## src/rtl/pa_pkg.sv

```systemverilog
// How it works
// RL1: Upstream sends legal vertex counts per topology; others are undefined.
// RL2: Vertices are buffered and an object leaves once enough have arrived.
// RL3: Points use 1 vertex, lines 2, triangles and boxes 3.
// RL4: Each valid object slot carries X, Y, Z, 1/W and attribute handle.
// RL5: Winding flip flag tells setup to invert triangle orientation.
// RL6: Rear side flag marks point and line objects as back facing.
// RL7: Area pattern enable is set except for the unpatterned hub topology.
// RL8: Line pattern resume says whether stippling continues from last line.
// RL9: Target layer index passes through untouched from the leading vertex.
// RL10: Point diameter is forwarded for points as the square size.
// RL11: Each point takes its viewport select from its own vertex.
// RL12: Independent lines take viewport select from their leading vertex.
// RL13: Chained segments take viewport select from their leading vertex.
// RL14: Triangle and box lists take viewport select from leading vertex.
// RL15: Chained triangles take viewport select from their leading vertex.
// RL16: Hub and convex area objects all take the first vertex's select.
// RL17: Shared vertices are resent with every object so each maps again.
// RL18: Point lists emit one point per vertex in order, flat index 0.
// RL19: Rear point variant sets rear side flag, plain variant clears it.
// RL20: Independent lines pair 0-1, 2-3 with programmed index, no resume.
// RL21: Chained segments pair 0-1, 1-2 with the programmed line index.
// RL22: Rear chain variants set rear flag; resume variants resume first line.
// RL23: Every segment after the first in a chain forces resume true.
package pa_pkg;
  localparam int POS_W = 32;
  localparam int HDL_W = 16;
  localparam int LAYER_W = 11;
  localparam int VP_W = 4;
  localparam int DIAM_W = 16;
  localparam int X_LSB = 0;
  localparam int Y_LSB = X_LSB + POS_W;
  localparam int Z_LSB = Y_LSB + POS_W;
  localparam int W_LSB = Z_LSB + POS_W;
  localparam int HDL_LSB = W_LSB + POS_W;
  localparam int LAYER_LSB = HDL_LSB + HDL_W;
  localparam int VP_LSB = LAYER_LSB + LAYER_W;
  localparam int DIAM_LSB = VP_LSB + VP_W;
  localparam int VTX_W = DIAM_LSB + DIAM_W;

  localparam logic [3:0] TOPO_TRI_INDEPENDENT = 4'h1;
  localparam logic [3:0] TOPO_TRI_CHAIN = 4'h2;
  localparam logic [3:0] TOPO_TRI_CHAIN_FLIPPED = 4'h3;
  localparam logic [3:0] TOPO_TRI_HUB = 4'h4;
  localparam logic [3:0] TOPO_TRI_HUB_UNPATTERNED = 4'h5;
  localparam logic [3:0] TOPO_CONVEX_AREA = 4'h6;
  localparam logic [3:0] TOPO_SEG_INDEPENDENT = 4'h7;
  localparam logic [3:0] TOPO_SEG_CHAIN = 4'h8;
  localparam logic [3:0] TOPO_SEG_CHAIN_RESUME = 4'h9;
  localparam logic [3:0] TOPO_SEG_CHAIN_REAR = 4'hA;
  localparam logic [3:0] TOPO_SEG_CHAIN_RESUME_REAR = 4'hB;
  localparam logic [3:0] TOPO_BOX_INDEPENDENT = 4'hC;
  localparam logic [3:0] TOPO_DOT_INDEPENDENT = 4'hD;
  localparam logic [3:0] TOPO_DOT_INDEPENDENT_REAR = 4'hE;
  localparam logic [3:0] TOPO_DOT_REAR_ALIAS = 4'hE;

  localparam logic [1:0] SHAPE_DOT = 2'h0;
  localparam logic [1:0] SHAPE_SEGMENT = 2'h1;
  localparam logic [1:0] SHAPE_TRI = 2'h2;
  localparam logic [1:0] SHAPE_BOX = 2'h3;

  localparam logic [1:0] VPO_DOT = 2'h1;
  localparam logic [1:0] VPO_SEG = 2'h2;
  localparam logic [1:0] VPO_TRI = 2'h3;

  localparam int ADDR_W = 12;
  localparam logic [ADDR_W-1:0] CFG_OFFSET = 12'h000;
  localparam logic [ADDR_W-1:0] STAT_OFFSET = 12'h004;
  localparam logic [31:0] CFG_RESET = 32'h0000_0000;
  localparam int CFG_LINE_PV_LSB = 0;
  localparam int CFG_TRI_PV_LSB = 2;
  localparam int CFG_HUB_PV_LSB = 4;
  localparam int CFG_W = 6;
  localparam int STAT_CNT_LSB = 0;
  localparam int STAT_CNT_W = 16;
  localparam int STAT_PEND_BIT = 16;
endpackage

```

## src/rtl/pa_vslot.sv

```systemverilog
`timescale 1ns/1ps
`default_nettype none
// One stored vertex, loaded as a whole on ld
module pa_vslot #(
  parameter int W = 8
) (
  input wire logic pclk,
  input wire logic presetn,
  input wire logic ld,
  input wire logic [W-1:0] d,
  output logic [W-1:0] q
);
  always_ff @(posedge pclk or negedge presetn) begin
    if (!presetn) begin
      q <= '0;
    end else if (ld) begin
      q <= d;
    end
  end
endmodule
`default_nettype wire

```

## src/rtl/pa_assembly.sv

```systemverilog
// Design decisions made here: the address map and the APB interface to the registers.
`timescale 1ns/1ps
`default_nettype none
module pa_assembly (
  input wire logic pclk,
  input wire logic presetn,
  input wire logic psel,
  input wire logic penable,
  input wire logic pwrite,
  input wire logic [pa_pkg::ADDR_W-1:0] paddr,
  input wire logic [31:0] pwdata,
  output logic [31:0] prdata,
  output logic pready,
  output logic pslverr,
  input wire logic vin_valid,
  output logic vin_ready,
  input wire logic [3:0] vin_topology_code,
  input wire logic vin_prim_start,
  input wire logic [pa_pkg::POS_W-1:0] vin_x,
  input wire logic [pa_pkg::POS_W-1:0] vin_y,
  input wire logic [pa_pkg::POS_W-1:0] vin_z,
  input wire logic [pa_pkg::POS_W-1:0] vin_inv_w,
  input wire logic [pa_pkg::HDL_W-1:0] vin_attr_handle,
  input wire logic [pa_pkg::LAYER_W-1:0] vin_target_layer_index,
  input wire logic [pa_pkg::VP_W-1:0] vin_transform_select_index,
  input wire logic [pa_pkg::DIAM_W-1:0] vin_point_diameter,
  output logic obj_valid,
  input wire logic obj_ready,
  output logic [1:0] obj_shape_class,
  output logic [1:0] obj_vertex_per_object_count,
  output logic [2:0][pa_pkg::POS_W-1:0] obj_x,
  output logic [2:0][pa_pkg::POS_W-1:0] obj_y,
  output logic [2:0][pa_pkg::POS_W-1:0] obj_z,
  output logic [2:0][pa_pkg::POS_W-1:0] obj_inv_w,
  output logic [2:0][pa_pkg::HDL_W-1:0] obj_attr_handle,
  output logic obj_winding_flip_flag,
  output logic obj_rear_side,
  output logic [1:0] obj_flat_shade_vertex_index,
  output logic obj_area_pattern_enable,
  output logic obj_line_pattern_resume,
  output logic [pa_pkg::LAYER_W-1:0] obj_target_layer_index,
  output logic [pa_pkg::VP_W-1:0] obj_viewport_select,
  output logic [pa_pkg::DIAM_W-1:0] obj_point_diameter
);
  import pa_pkg::*;

  // Register file state
  logic [CFG_W-1:0] cfg_r;
  logic [STAT_CNT_W-1:0] obj_cnt_r;
  logic pready_r;
  logic pslverr_r;
  logic [31:0] prdata_r;

  // Vertex sequencing state
  logic [1:0] n_r;
  logic [1:0] ph_r;
  logic par_r;
  logic vin_ready_r;
  logic obj_valid_r;

  // Object attribute registers
  logic [1:0] shape_r;
  logic [1:0] vpo_r;
  logic flip_r;
  logic rear_r;
  logic [1:0] pv_r;
  logic area_r;
  logic resume_r;

  // APB decode
  wire apb_first = psel & penable & ~pready_r;
  wire apb_done = psel & penable & pready_r;
  // Full offset compare; anything else is an unmapped access
  wire hit_cfg = (paddr == CFG_OFFSET);
  wire hit_stat = (paddr == STAT_OFFSET);
  wire hit_any = hit_cfg | hit_stat;
  wire cfg_we = apb_done & pwrite & hit_cfg;
  wire [1:0] line_pv = cfg_r[CFG_LINE_PV_LSB +: 2];
  wire [1:0] tri_pv = cfg_r[CFG_TRI_PV_LSB +: 2];
  wire [1:0] hub_pv = cfg_r[CFG_HUB_PV_LSB +: 2];


  // Read views of the two registers
  logic [31:0] cfg_word;
  logic [31:0] stat_word;
  always_comb begin
    cfg_word = '0;
    cfg_word[CFG_W-1:0] = cfg_r;
    stat_word = '0;
    stat_word[STAT_CNT_LSB +: STAT_CNT_W] = obj_cnt_r;
    stat_word[STAT_PEND_BIT] = obj_valid_r;
  end
  wire [31:0] rd_word = hit_cfg ? cfg_word : (hit_stat ? stat_word : '0);

  // Topology decode
  wire [3:0] topo = vin_topology_code;
  wire is_dot = (topo == TOPO_DOT_INDEPENDENT) |
                (topo == TOPO_DOT_INDEPENDENT_REAR) |
                (topo == TOPO_DOT_REAR_ALIAS);
  wire dot_rear = (topo == TOPO_DOT_INDEPENDENT_REAR) |
                  (topo == TOPO_DOT_REAR_ALIAS);
  wire is_seg_list = (topo == TOPO_SEG_INDEPENDENT);
  wire seg_resume = (topo == TOPO_SEG_CHAIN_RESUME) |
                    (topo == TOPO_SEG_CHAIN_RESUME_REAR);
  wire seg_rear = (topo == TOPO_SEG_CHAIN_REAR) |
                  (topo == TOPO_SEG_CHAIN_RESUME_REAR);
  wire is_seg_chain = (topo == TOPO_SEG_CHAIN) | seg_resume | seg_rear;
  wire is_tri_list = (topo == TOPO_TRI_INDEPENDENT);
  wire is_box = (topo == TOPO_BOX_INDEPENDENT);
  wire chain_flipped = (topo == TOPO_TRI_CHAIN_FLIPPED);
  wire is_tri_chain = (topo == TOPO_TRI_CHAIN) | chain_flipped;
  wire hub_plain = (topo == TOPO_TRI_HUB);
  wire is_convex = (topo == TOPO_CONVEX_AREA);
  wire hub_unpat = (topo == TOPO_TRI_HUB_UNPATTERNED);
  wire is_hub = hub_plain | hub_unpat | is_convex;
  // Shape groups that share the same slot selection
  wire is_seg = is_seg_list | is_seg_chain;
  wire is_tri3 = is_tri_list | is_box | is_tri_chain;

  // Position of the arriving vertex within its topology
  wire acc = vin_valid & vin_ready_r;
  wire [1:0] n_cur = vin_prim_start ? 2'd0 : n_r;
  wire [1:0] ph_cur = vin_prim_start ? 2'd0 : ph_r;
  wire par_cur = vin_prim_start ? 1'b0 : par_r;
  // Saturates at 3: chains only ask whether one or two vertices are held
  wire [1:0] n_inc = (n_cur == 2'd3) ? 2'd3 : n_cur + 2'd1;

  // Vertices needed per object, which gives the list emit phase
  wire [1:0] vpo = is_dot ? VPO_DOT : (is_seg ? VPO_SEG : VPO_TRI); // RL3
  wire list_emit = (ph_cur == vpo - 2'd1);
  wire emit_dot = is_dot; // RL18
  wire emit_seg_list = is_seg_list & list_emit; // RL20
  wire emit_seg_chain = is_seg_chain & (n_cur != 2'd0); // RL21
  wire emit_tri_list = (is_tri_list | is_box) & list_emit;
  wire emit_chain3 = (is_tri_chain | is_hub) & (n_cur >= 2'd2);
  wire emit_kind = emit_dot | emit_seg_list | emit_seg_chain |
                   emit_tri_list | emit_chain3;
  // An object leaves only with a vertex that was really taken
  wire emit = acc & emit_kind; // RL2
  // List phase wraps after the last vertex of each object
  wire [1:0] ph_nxt = list_emit ? 2'd0 : ph_cur + 2'd1;

  // Vertex history and object vertex slots
  logic [VTX_W-1:0] slot_d [6];
  logic [VTX_W-1:0] slot_q [6];
  logic slot_ld [6];
  // One slot word carries a whole vertex, X in the low bits
  wire [VTX_W-1:0] vin_vtx = {vin_point_diameter,
                              vin_transform_select_index,
                              vin_target_layer_index,
                              vin_attr_handle,
                              vin_inv_w,
                              vin_z,
                              vin_y,
                              vin_x};

  // Slot 0 keeps the hub vertex, slots 1 and 2 the last two arrivals
  wire [VTX_W-1:0] hub_q = slot_q[0];
  wire [VTX_W-1:0] p1_q = slot_q[1];
  wire [VTX_W-1:0] p2_q = slot_q[2];

  // Leading vertex first; every object gets its own copy of shared vertices
  wire [VTX_W-1:0] obj_a = is_hub ? hub_q : // RL16
                           is_tri3 ? p2_q : // RL14 RL15
                           is_seg ? p1_q : vin_vtx; // RL11 RL12 RL13
  wire [VTX_W-1:0] obj_b = (is_hub | is_tri3) ? p1_q :
                           is_seg ? vin_vtx : '0;
  wire [VTX_W-1:0] obj_c = (is_hub | is_tri3) ? vin_vtx : '0;

  // Slots 3 to 5 capture the object as setup will see it
  always_comb begin
    slot_d[0] = vin_vtx;
    slot_ld[0] = acc & (n_cur == 2'd0);
    slot_d[1] = vin_vtx;
    slot_ld[1] = acc;
    slot_d[2] = p1_q;
    slot_ld[2] = acc;
    slot_d[3] = obj_a;
    slot_d[4] = obj_b;
    slot_d[5] = obj_c;
    slot_ld[3] = emit; // RL17
    slot_ld[4] = emit;
    slot_ld[5] = emit;
  end

  // One register per stored vertex word
  genvar gi;
  generate
    for (gi = 0; gi < 6; gi++) begin : g_slot
      pa_vslot #(.W(VTX_W)) u_slot (
        .pclk(pclk),
        .presetn(presetn),
        .ld(slot_ld[gi]),
        .d(slot_d[gi]),
        .q(slot_q[gi])
      );
    end
    for (gi = 0; gi < 3; gi++) begin : g_out
      assign obj_x[gi] = slot_q[3+gi][X_LSB +: POS_W]; // RL4
      assign obj_y[gi] = slot_q[3+gi][Y_LSB +: POS_W];
      assign obj_z[gi] = slot_q[3+gi][Z_LSB +: POS_W];
      assign obj_inv_w[gi] = slot_q[3+gi][W_LSB +: POS_W];
      assign obj_attr_handle[gi] = slot_q[3+gi][HDL_LSB +: HDL_W];
    end
  endgenerate

  // Per-object fields follow the leading vertex in slot 3
  assign obj_target_layer_index = slot_q[3][LAYER_LSB +: LAYER_W]; // RL9
  assign obj_viewport_select = slot_q[3][VP_LSB +: VP_W];
  assign obj_point_diameter = slot_q[3][DIAM_LSB +: DIAM_W]; // RL10

  // Per-object flags
  logic [1:0] shape_nxt;
  logic flip_nxt;
  logic rear_nxt;
  logic [1:0] pv_nxt;
  logic area_nxt;
  logic resume_nxt;
  always_comb begin
    shape_nxt = SHAPE_TRI;
    flip_nxt = 1'b0;
    rear_nxt = 1'b0;
    pv_nxt = 2'd0;
    area_nxt = 1'b1;
    resume_nxt = 1'b0;
    if (is_dot) begin
      shape_nxt = SHAPE_DOT;
      rear_nxt = dot_rear; // RL19 RL6
      pv_nxt = 2'd0; // RL18
    end else if (is_seg_list) begin
      shape_nxt = SHAPE_SEGMENT;
      pv_nxt = line_pv; // RL20
      resume_nxt = 1'b0; // RL8
    end else if (is_seg_chain) begin
      shape_nxt = SHAPE_SEGMENT;
      pv_nxt = line_pv; // RL21
      rear_nxt = seg_rear; // RL22
      resume_nxt = (n_cur == 2'd1) ? seg_resume : 1'b1; // RL22 RL23
    end else if (is_box) begin
      shape_nxt = SHAPE_BOX;
    end else if (is_tri_list) begin
      pv_nxt = tri_pv;
    end else if (is_tri_chain) begin
      pv_nxt = tri_pv;
      flip_nxt = chain_flipped ^ par_cur; // RL5
    end else if (is_hub) begin
      pv_nxt = is_convex ? 2'd0 : hub_pv;
      area_nxt = ~hub_unpat; // RL7
    end
  end

  // Handshake: a new vertex is taken only while no object is pending
  wire obj_valid_nxt = emit | (obj_valid_r & ~obj_ready);

  // Parity counts chain triangles so the winding alternates
  always_ff @(posedge pclk or negedge presetn) begin
    if (!presetn) begin
      n_r <= 2'd0;
      ph_r <= 2'd0;
      par_r <= 1'b0;
    end else if (acc) begin
      n_r <= n_inc;
      ph_r <= ph_nxt;
      par_r <= par_cur ^ emit_chain3;
    end
  end

  always_ff @(posedge pclk or negedge presetn) begin
    if (!presetn) begin
      obj_valid_r <= 1'b0;
      vin_ready_r <= 1'b1;
    end else begin
      obj_valid_r <= obj_valid_nxt;
      vin_ready_r <= ~obj_valid_nxt; // RL2
    end
  end

  // Flags are captured together with the object slots on emit
  always_ff @(posedge pclk or negedge presetn) begin
    if (!presetn) begin
      shape_r <= SHAPE_DOT;
      vpo_r <= VPO_DOT;
      flip_r <= 1'b0;
      rear_r <= 1'b0;
      pv_r <= 2'd0;
      area_r <= 1'b0;
      resume_r <= 1'b0;
    end else if (emit) begin
      shape_r <= shape_nxt;
      vpo_r <= vpo; // RL3
      flip_r <= flip_nxt;
      rear_r <= rear_nxt;
      pv_r <= pv_nxt;
      area_r <= area_nxt;
      resume_r <= resume_nxt;
    end
  end

  // APB slave: one wait state, error on unmapped offsets
  // pslverr rides with pready and leaves the registers alone
  always_ff @(posedge pclk or negedge presetn) begin
    if (!presetn) begin
      pready_r <= 1'b0;
      pslverr_r <= 1'b0;
      prdata_r <= 32'h0000_0000;
    end else begin
      pready_r <= apb_first;
      pslverr_r <= apb_first & ~hit_any;
      if (apb_first) begin
        prdata_r <= pwrite ? 32'h0000_0000 : rd_word;
      end
    end
  end

  // Writes to the status word are dropped
  always_ff @(posedge pclk or negedge presetn) begin
    if (!presetn) begin
      cfg_r <= CFG_RESET[CFG_W-1:0];
    end else if (cfg_we) begin
      cfg_r <= pwdata[CFG_W-1:0];
    end
  end

  // Counts emits and wraps; pending objects are counted already
  always_ff @(posedge pclk or negedge presetn) begin
    if (!presetn) begin
      obj_cnt_r <= '0;
    end else if (emit) begin
      obj_cnt_r <= obj_cnt_r + 16'h0001;
    end
  end

  // Outputs are plain copies of registers
  assign prdata = prdata_r;
  assign pready = pready_r;
  assign pslverr = pslverr_r;
  assign vin_ready = vin_ready_r;
  assign obj_valid = obj_valid_r;
  assign obj_shape_class = shape_r;
  assign obj_vertex_per_object_count = vpo_r;
  assign obj_winding_flip_flag = flip_r;
  assign obj_rear_side = rear_r;
  assign obj_flat_shade_vertex_index = pv_r;
  assign obj_area_pattern_enable = area_r;
  assign obj_line_pattern_resume = resume_r;
endmodule
`default_nettype wire

```

## config.mk

```make
export PLATFORM = sky130hd
export DESIGN_NAME = pa_assembly
export DESIGN_NICKNAME = d
export VERILOG_FILES = /design/src/rtl/pa_pkg.sv /design/src/rtl/pa_vslot.sv /design/src/rtl/pa_assembly.sv
export SDC_FILE = /design/constraint.sdc
export NUM_CORES = 2
export LEC_CHECK = 0
export ABC_AREA = 1
export BUFFER_PORTS_ARGS = -buffer_cell sky130_fd_sc_hd__buf_2
export CORE_MARGIN = 4
export CORE_UTILIZATION = 40
export DETAILED_ROUTE_END_ITERATION = 6
export PLACE_DENSITY_LB_ADDON = 0.1
export SLEW_MARGIN = 25
export SYNTH_ARGS = -nofsm -noshare
export SYNTH_HDL_FRONTEND = slang
export SYNTH_SLANG_ARGS = --single-unit
```

## constraint.sdc

```tcl
create_clock -name pclk -period 2.3 [get_ports pclk]
set_clock_uncertainty 0.1 [all_clocks]
set_input_delay 0.23 -clock pclk [delete_from_list [all_inputs] [get_ports pclk]]
set_output_delay 0.23 -clock pclk [all_outputs]
set_load 0.01 [all_outputs]
```

==> run metrics <==
status finished, final reports clean; final count of pins violating max slew 0; core footprint 117000 um^2; Syn Inst Count 5861; Fin. Hold Viols 0; most common library cells after synthesis nand2_1, dfrtp_1, nand3_1; CP peak stage delay 0.60 ns; Slew @ Worst Pin 0.630 ns; Setup CP Type in2reg; #FFs+latches synth 1046; RR Startpoint par_r; DRC viols 0; Layout Nets 6896; total negative slack 0 ns; met2 usage 40.3%; hold depth 5; Max Buffers Root-to-Sink 3; leading area contributor after synthesis dfrtp_1; Total GRT Usage 26.8%; Max IR drop VDD 0.700 mV; final worst setup slack 0.123 ns; TritonRoute pass-1 iters 6; die area 124000 um^2; post-CTS setup buffer count 0; Post-synth EDFFs 0; Die Y 352 um; worst path cell trace dlygate4sd3_1 -> buf_2 -> nand2_1 -> inv_2 -> nor2_4 -> inv_8 -> a21oi_1 -> nor2_1 -> nand2_4 -> buf_12 -> buf_12 -> nand3_1 -> nand2_1; gp weighted congestion 0.834; Critical Path RT 2.85 ns; post-synthesis async set-or-reset flop share 100%; CTS tree yes; antenna viol nets, final 0; delay-heaviest family, CP buffers and inverters; Max Cap Viol 0; I/O pin count 740; Seq/Total Area, Yosys 55.5%; hold crit path type in2reg; Starting Density 40.5%; Min-Delay Endpoint cfg_r[3]; Total Wirelength 168 mm; Area Overhead vs Synth 26.7%; final setup violation count 0; Starting DRT DRC Count 3487; worst r2r dst obj_winding_flip_flag; WL per Instance 20.3 um; crit path max fanout 43; CTS Root Buffer Type clkbuf_16; met1 usage 37.5%; share of cells above drive strength 1 16.6%; minimum clock period 2.18 ns; GR Util met3 5.30%; fmax 459 MHz; RSZ-0062 raised after global routing false; Slew HR 58.0%; maximum number of pins on one net before global-route repair 124; slowest cell on the critical path dlygate4sd3_1; FF-to-FF setup slack 0.13 ns; post-DP HPWL 110 mm; later-pin clock latency in the skew report 0.71 ns; CP Capture Type flop; post-synth top area share 55.4%; total CTS buffers 118; Critical path buffers and inverters 6; busiest grt layer met2; Worst Setup Start Kind input pin; chip width 352 um; synthesized area 47200 um^2; clk sinks 1046; grt total ovfl 0; Port-buffer cells 698; Synth Warn # 0; Avg Cell Area, Syn 8.05 um^2; global-route wire length before repair 259 mm; pre-CTS setup slack 0.0237 ns; Unique masters post-synth 31; Worst EP arrival 2.73 ns; Synth Flop Type dfrtp_1; vias per cell 5.17; initial antenna violation count 11; Clk pin slew, worst setup/hold paths 0.06 ns; Leak 31.6 nW; Vias 42900; vias in the first global route 42100; CTS H-tree lvls 3; Tcrit/Tclk final 94.7%; R2R depth 8; most instantiated library cell after synthesis nand2_1; Pwr Density 1080 nW/um^2; ranking of synthesized cells by area dfrtp_1, nand2_1, nand3_1, o21ai_0, a21oi_1; Final Util 51.2%; Worst Hold Margin 0.0821 ns; Rows 125; hold wc startpoint penable
## report_power, final
group | internal, mW | switching [mW] | total, mW
clock network | 11.4 | 8.07 | 19.5
logic | 6.46 | 11.1 | 17.5
registers | 24.1 | 3.64 | 27.7
total | 42.0 | 22.8 | 64.7
## worst max-delay path by stage
stage | from | to | slack [ns] | cells past startpoint
floorplan | vin_topology_code[0] | g_slot[3].u_slot.q[100] | 0.36 | 14
global placement | vin_topology_code[3] | g_slot[5].u_slot.q[82] | 0.03 | 14
detailed placement | vin_topology_code[3] | g_slot[3].u_slot.q[34] | 0.02 | 14
CTS | paddr[8] | prdata[3] | 0.01 | 10
global route | par_r | obj_winding_flip_flag | 0.007 | 8
finish | vin_topology_code[1] | g_slot[5].u_slot.q[78] | 0.12 | 13
## stage by stage
stage                     cell area, um^2  std cells  power (mW)
after floorplan                     47300       5875        36.4
after global placement              53600       7857        45.0
after detailed placement            53600       7857        45.3
after CTS                           59800       8289        65.3
after global routing                59800       8293        68.6
final                               59800       8299        64.7
## registers in the layout, indices dropped and copies added, names as in the netlist
signal / cells
cfg_r: 6
g_slot.u_slot.q: 988
n_r: 2
obj_area_pattern_enable: 1
obj_cnt_r: 16
obj_flat_shade_vertex_index: 2
obj_line_pattern_resume: 1
obj_rear_side: 1
obj_shape_class: 2
obj_valid: 1
obj_vertex_per_object_count: 2
obj_winding_flip_flag: 1
par_r: 1
ph_r: 2
prdata: 17
pready: 1
pslverr: 1
vin_ready: 1
## worst reg2reg max path: cells and delay by family (launching register included)
kind	cells	cell delay (ns)
compound gates	2	0.20
buf+inv	3	1.16
flops	1	0.34
simple gates	3	0.31
## final cells by class
cell class                 instances  area, um^2
sequential                      1046       26200
multi-input combinational       3988       17800
clock inverter                    48         512
fill                           11200       56900
inverter                         398        1530
antenna                           10        25.0
timing repair buffer            1112        8300
tap                             1524        1910
clock buffer                     173        3500
## timing repair
item | in CTS | in global routing
endpoints found under the setup margin | 0 | 18
hold buffers | 211 | 0
endpoints found under the hold margin | 1779 | 0
resized for setup | 0 | 7
## placed cells by master (no fill, tap or decap), types with 8 or more instances in the layout
cell type,synthesis,routed
a21oi_1,360,360
buf_12,0,93
buf_2,74,698
buf_4,15,110
bufinv_16,0,8
clkbuf_1,319,22
clkbuf_16,0,119
clkbuf_8,0,32
clkinv_2,0,31
conb_1,1,15
dfrtp_1,1044,1044
diode_2,0,10
dlygate4sd3_1,0,209
inv_1,392,388
nand2_1,1845,1839
nand3_1,684,683
nor2_1,351,350
nor3_1,9,9
o21ai_0,426,424
o21ai_1,34,36
o21bai_1,144,144
o22ai_1,86,86
xor2_1,13,13
## logic make-up after synthesis
| group | count (synthesis) | share of synthesized area [%] |
|---|---|---|
| XOR/XNOR | 13 | 0.241 |
| multiplexers | 1 | 0.0239 |
| adder cells (fa/ha/maj) | 1 | 0.0265 |
| AND/OR/NAND/NOR | 2899 | 25.0 |
| other | 1 | 0.00795 |
| AO/OA/AOI/OAI | 1059 | 12.3 |
| buffers and inverters | 841 | 7.00 |
| flip-flops | 1046 | 55.5 |
## routing by layer
layer  vias up  part of all wire (%)
met1     20700                    44
met2      1434                    44
li1      20500                     -
met4         4                   5.0
met5         -                 0.015
met3       316                   7.0
Note: power is estimated with default switching activity, not from simulation.
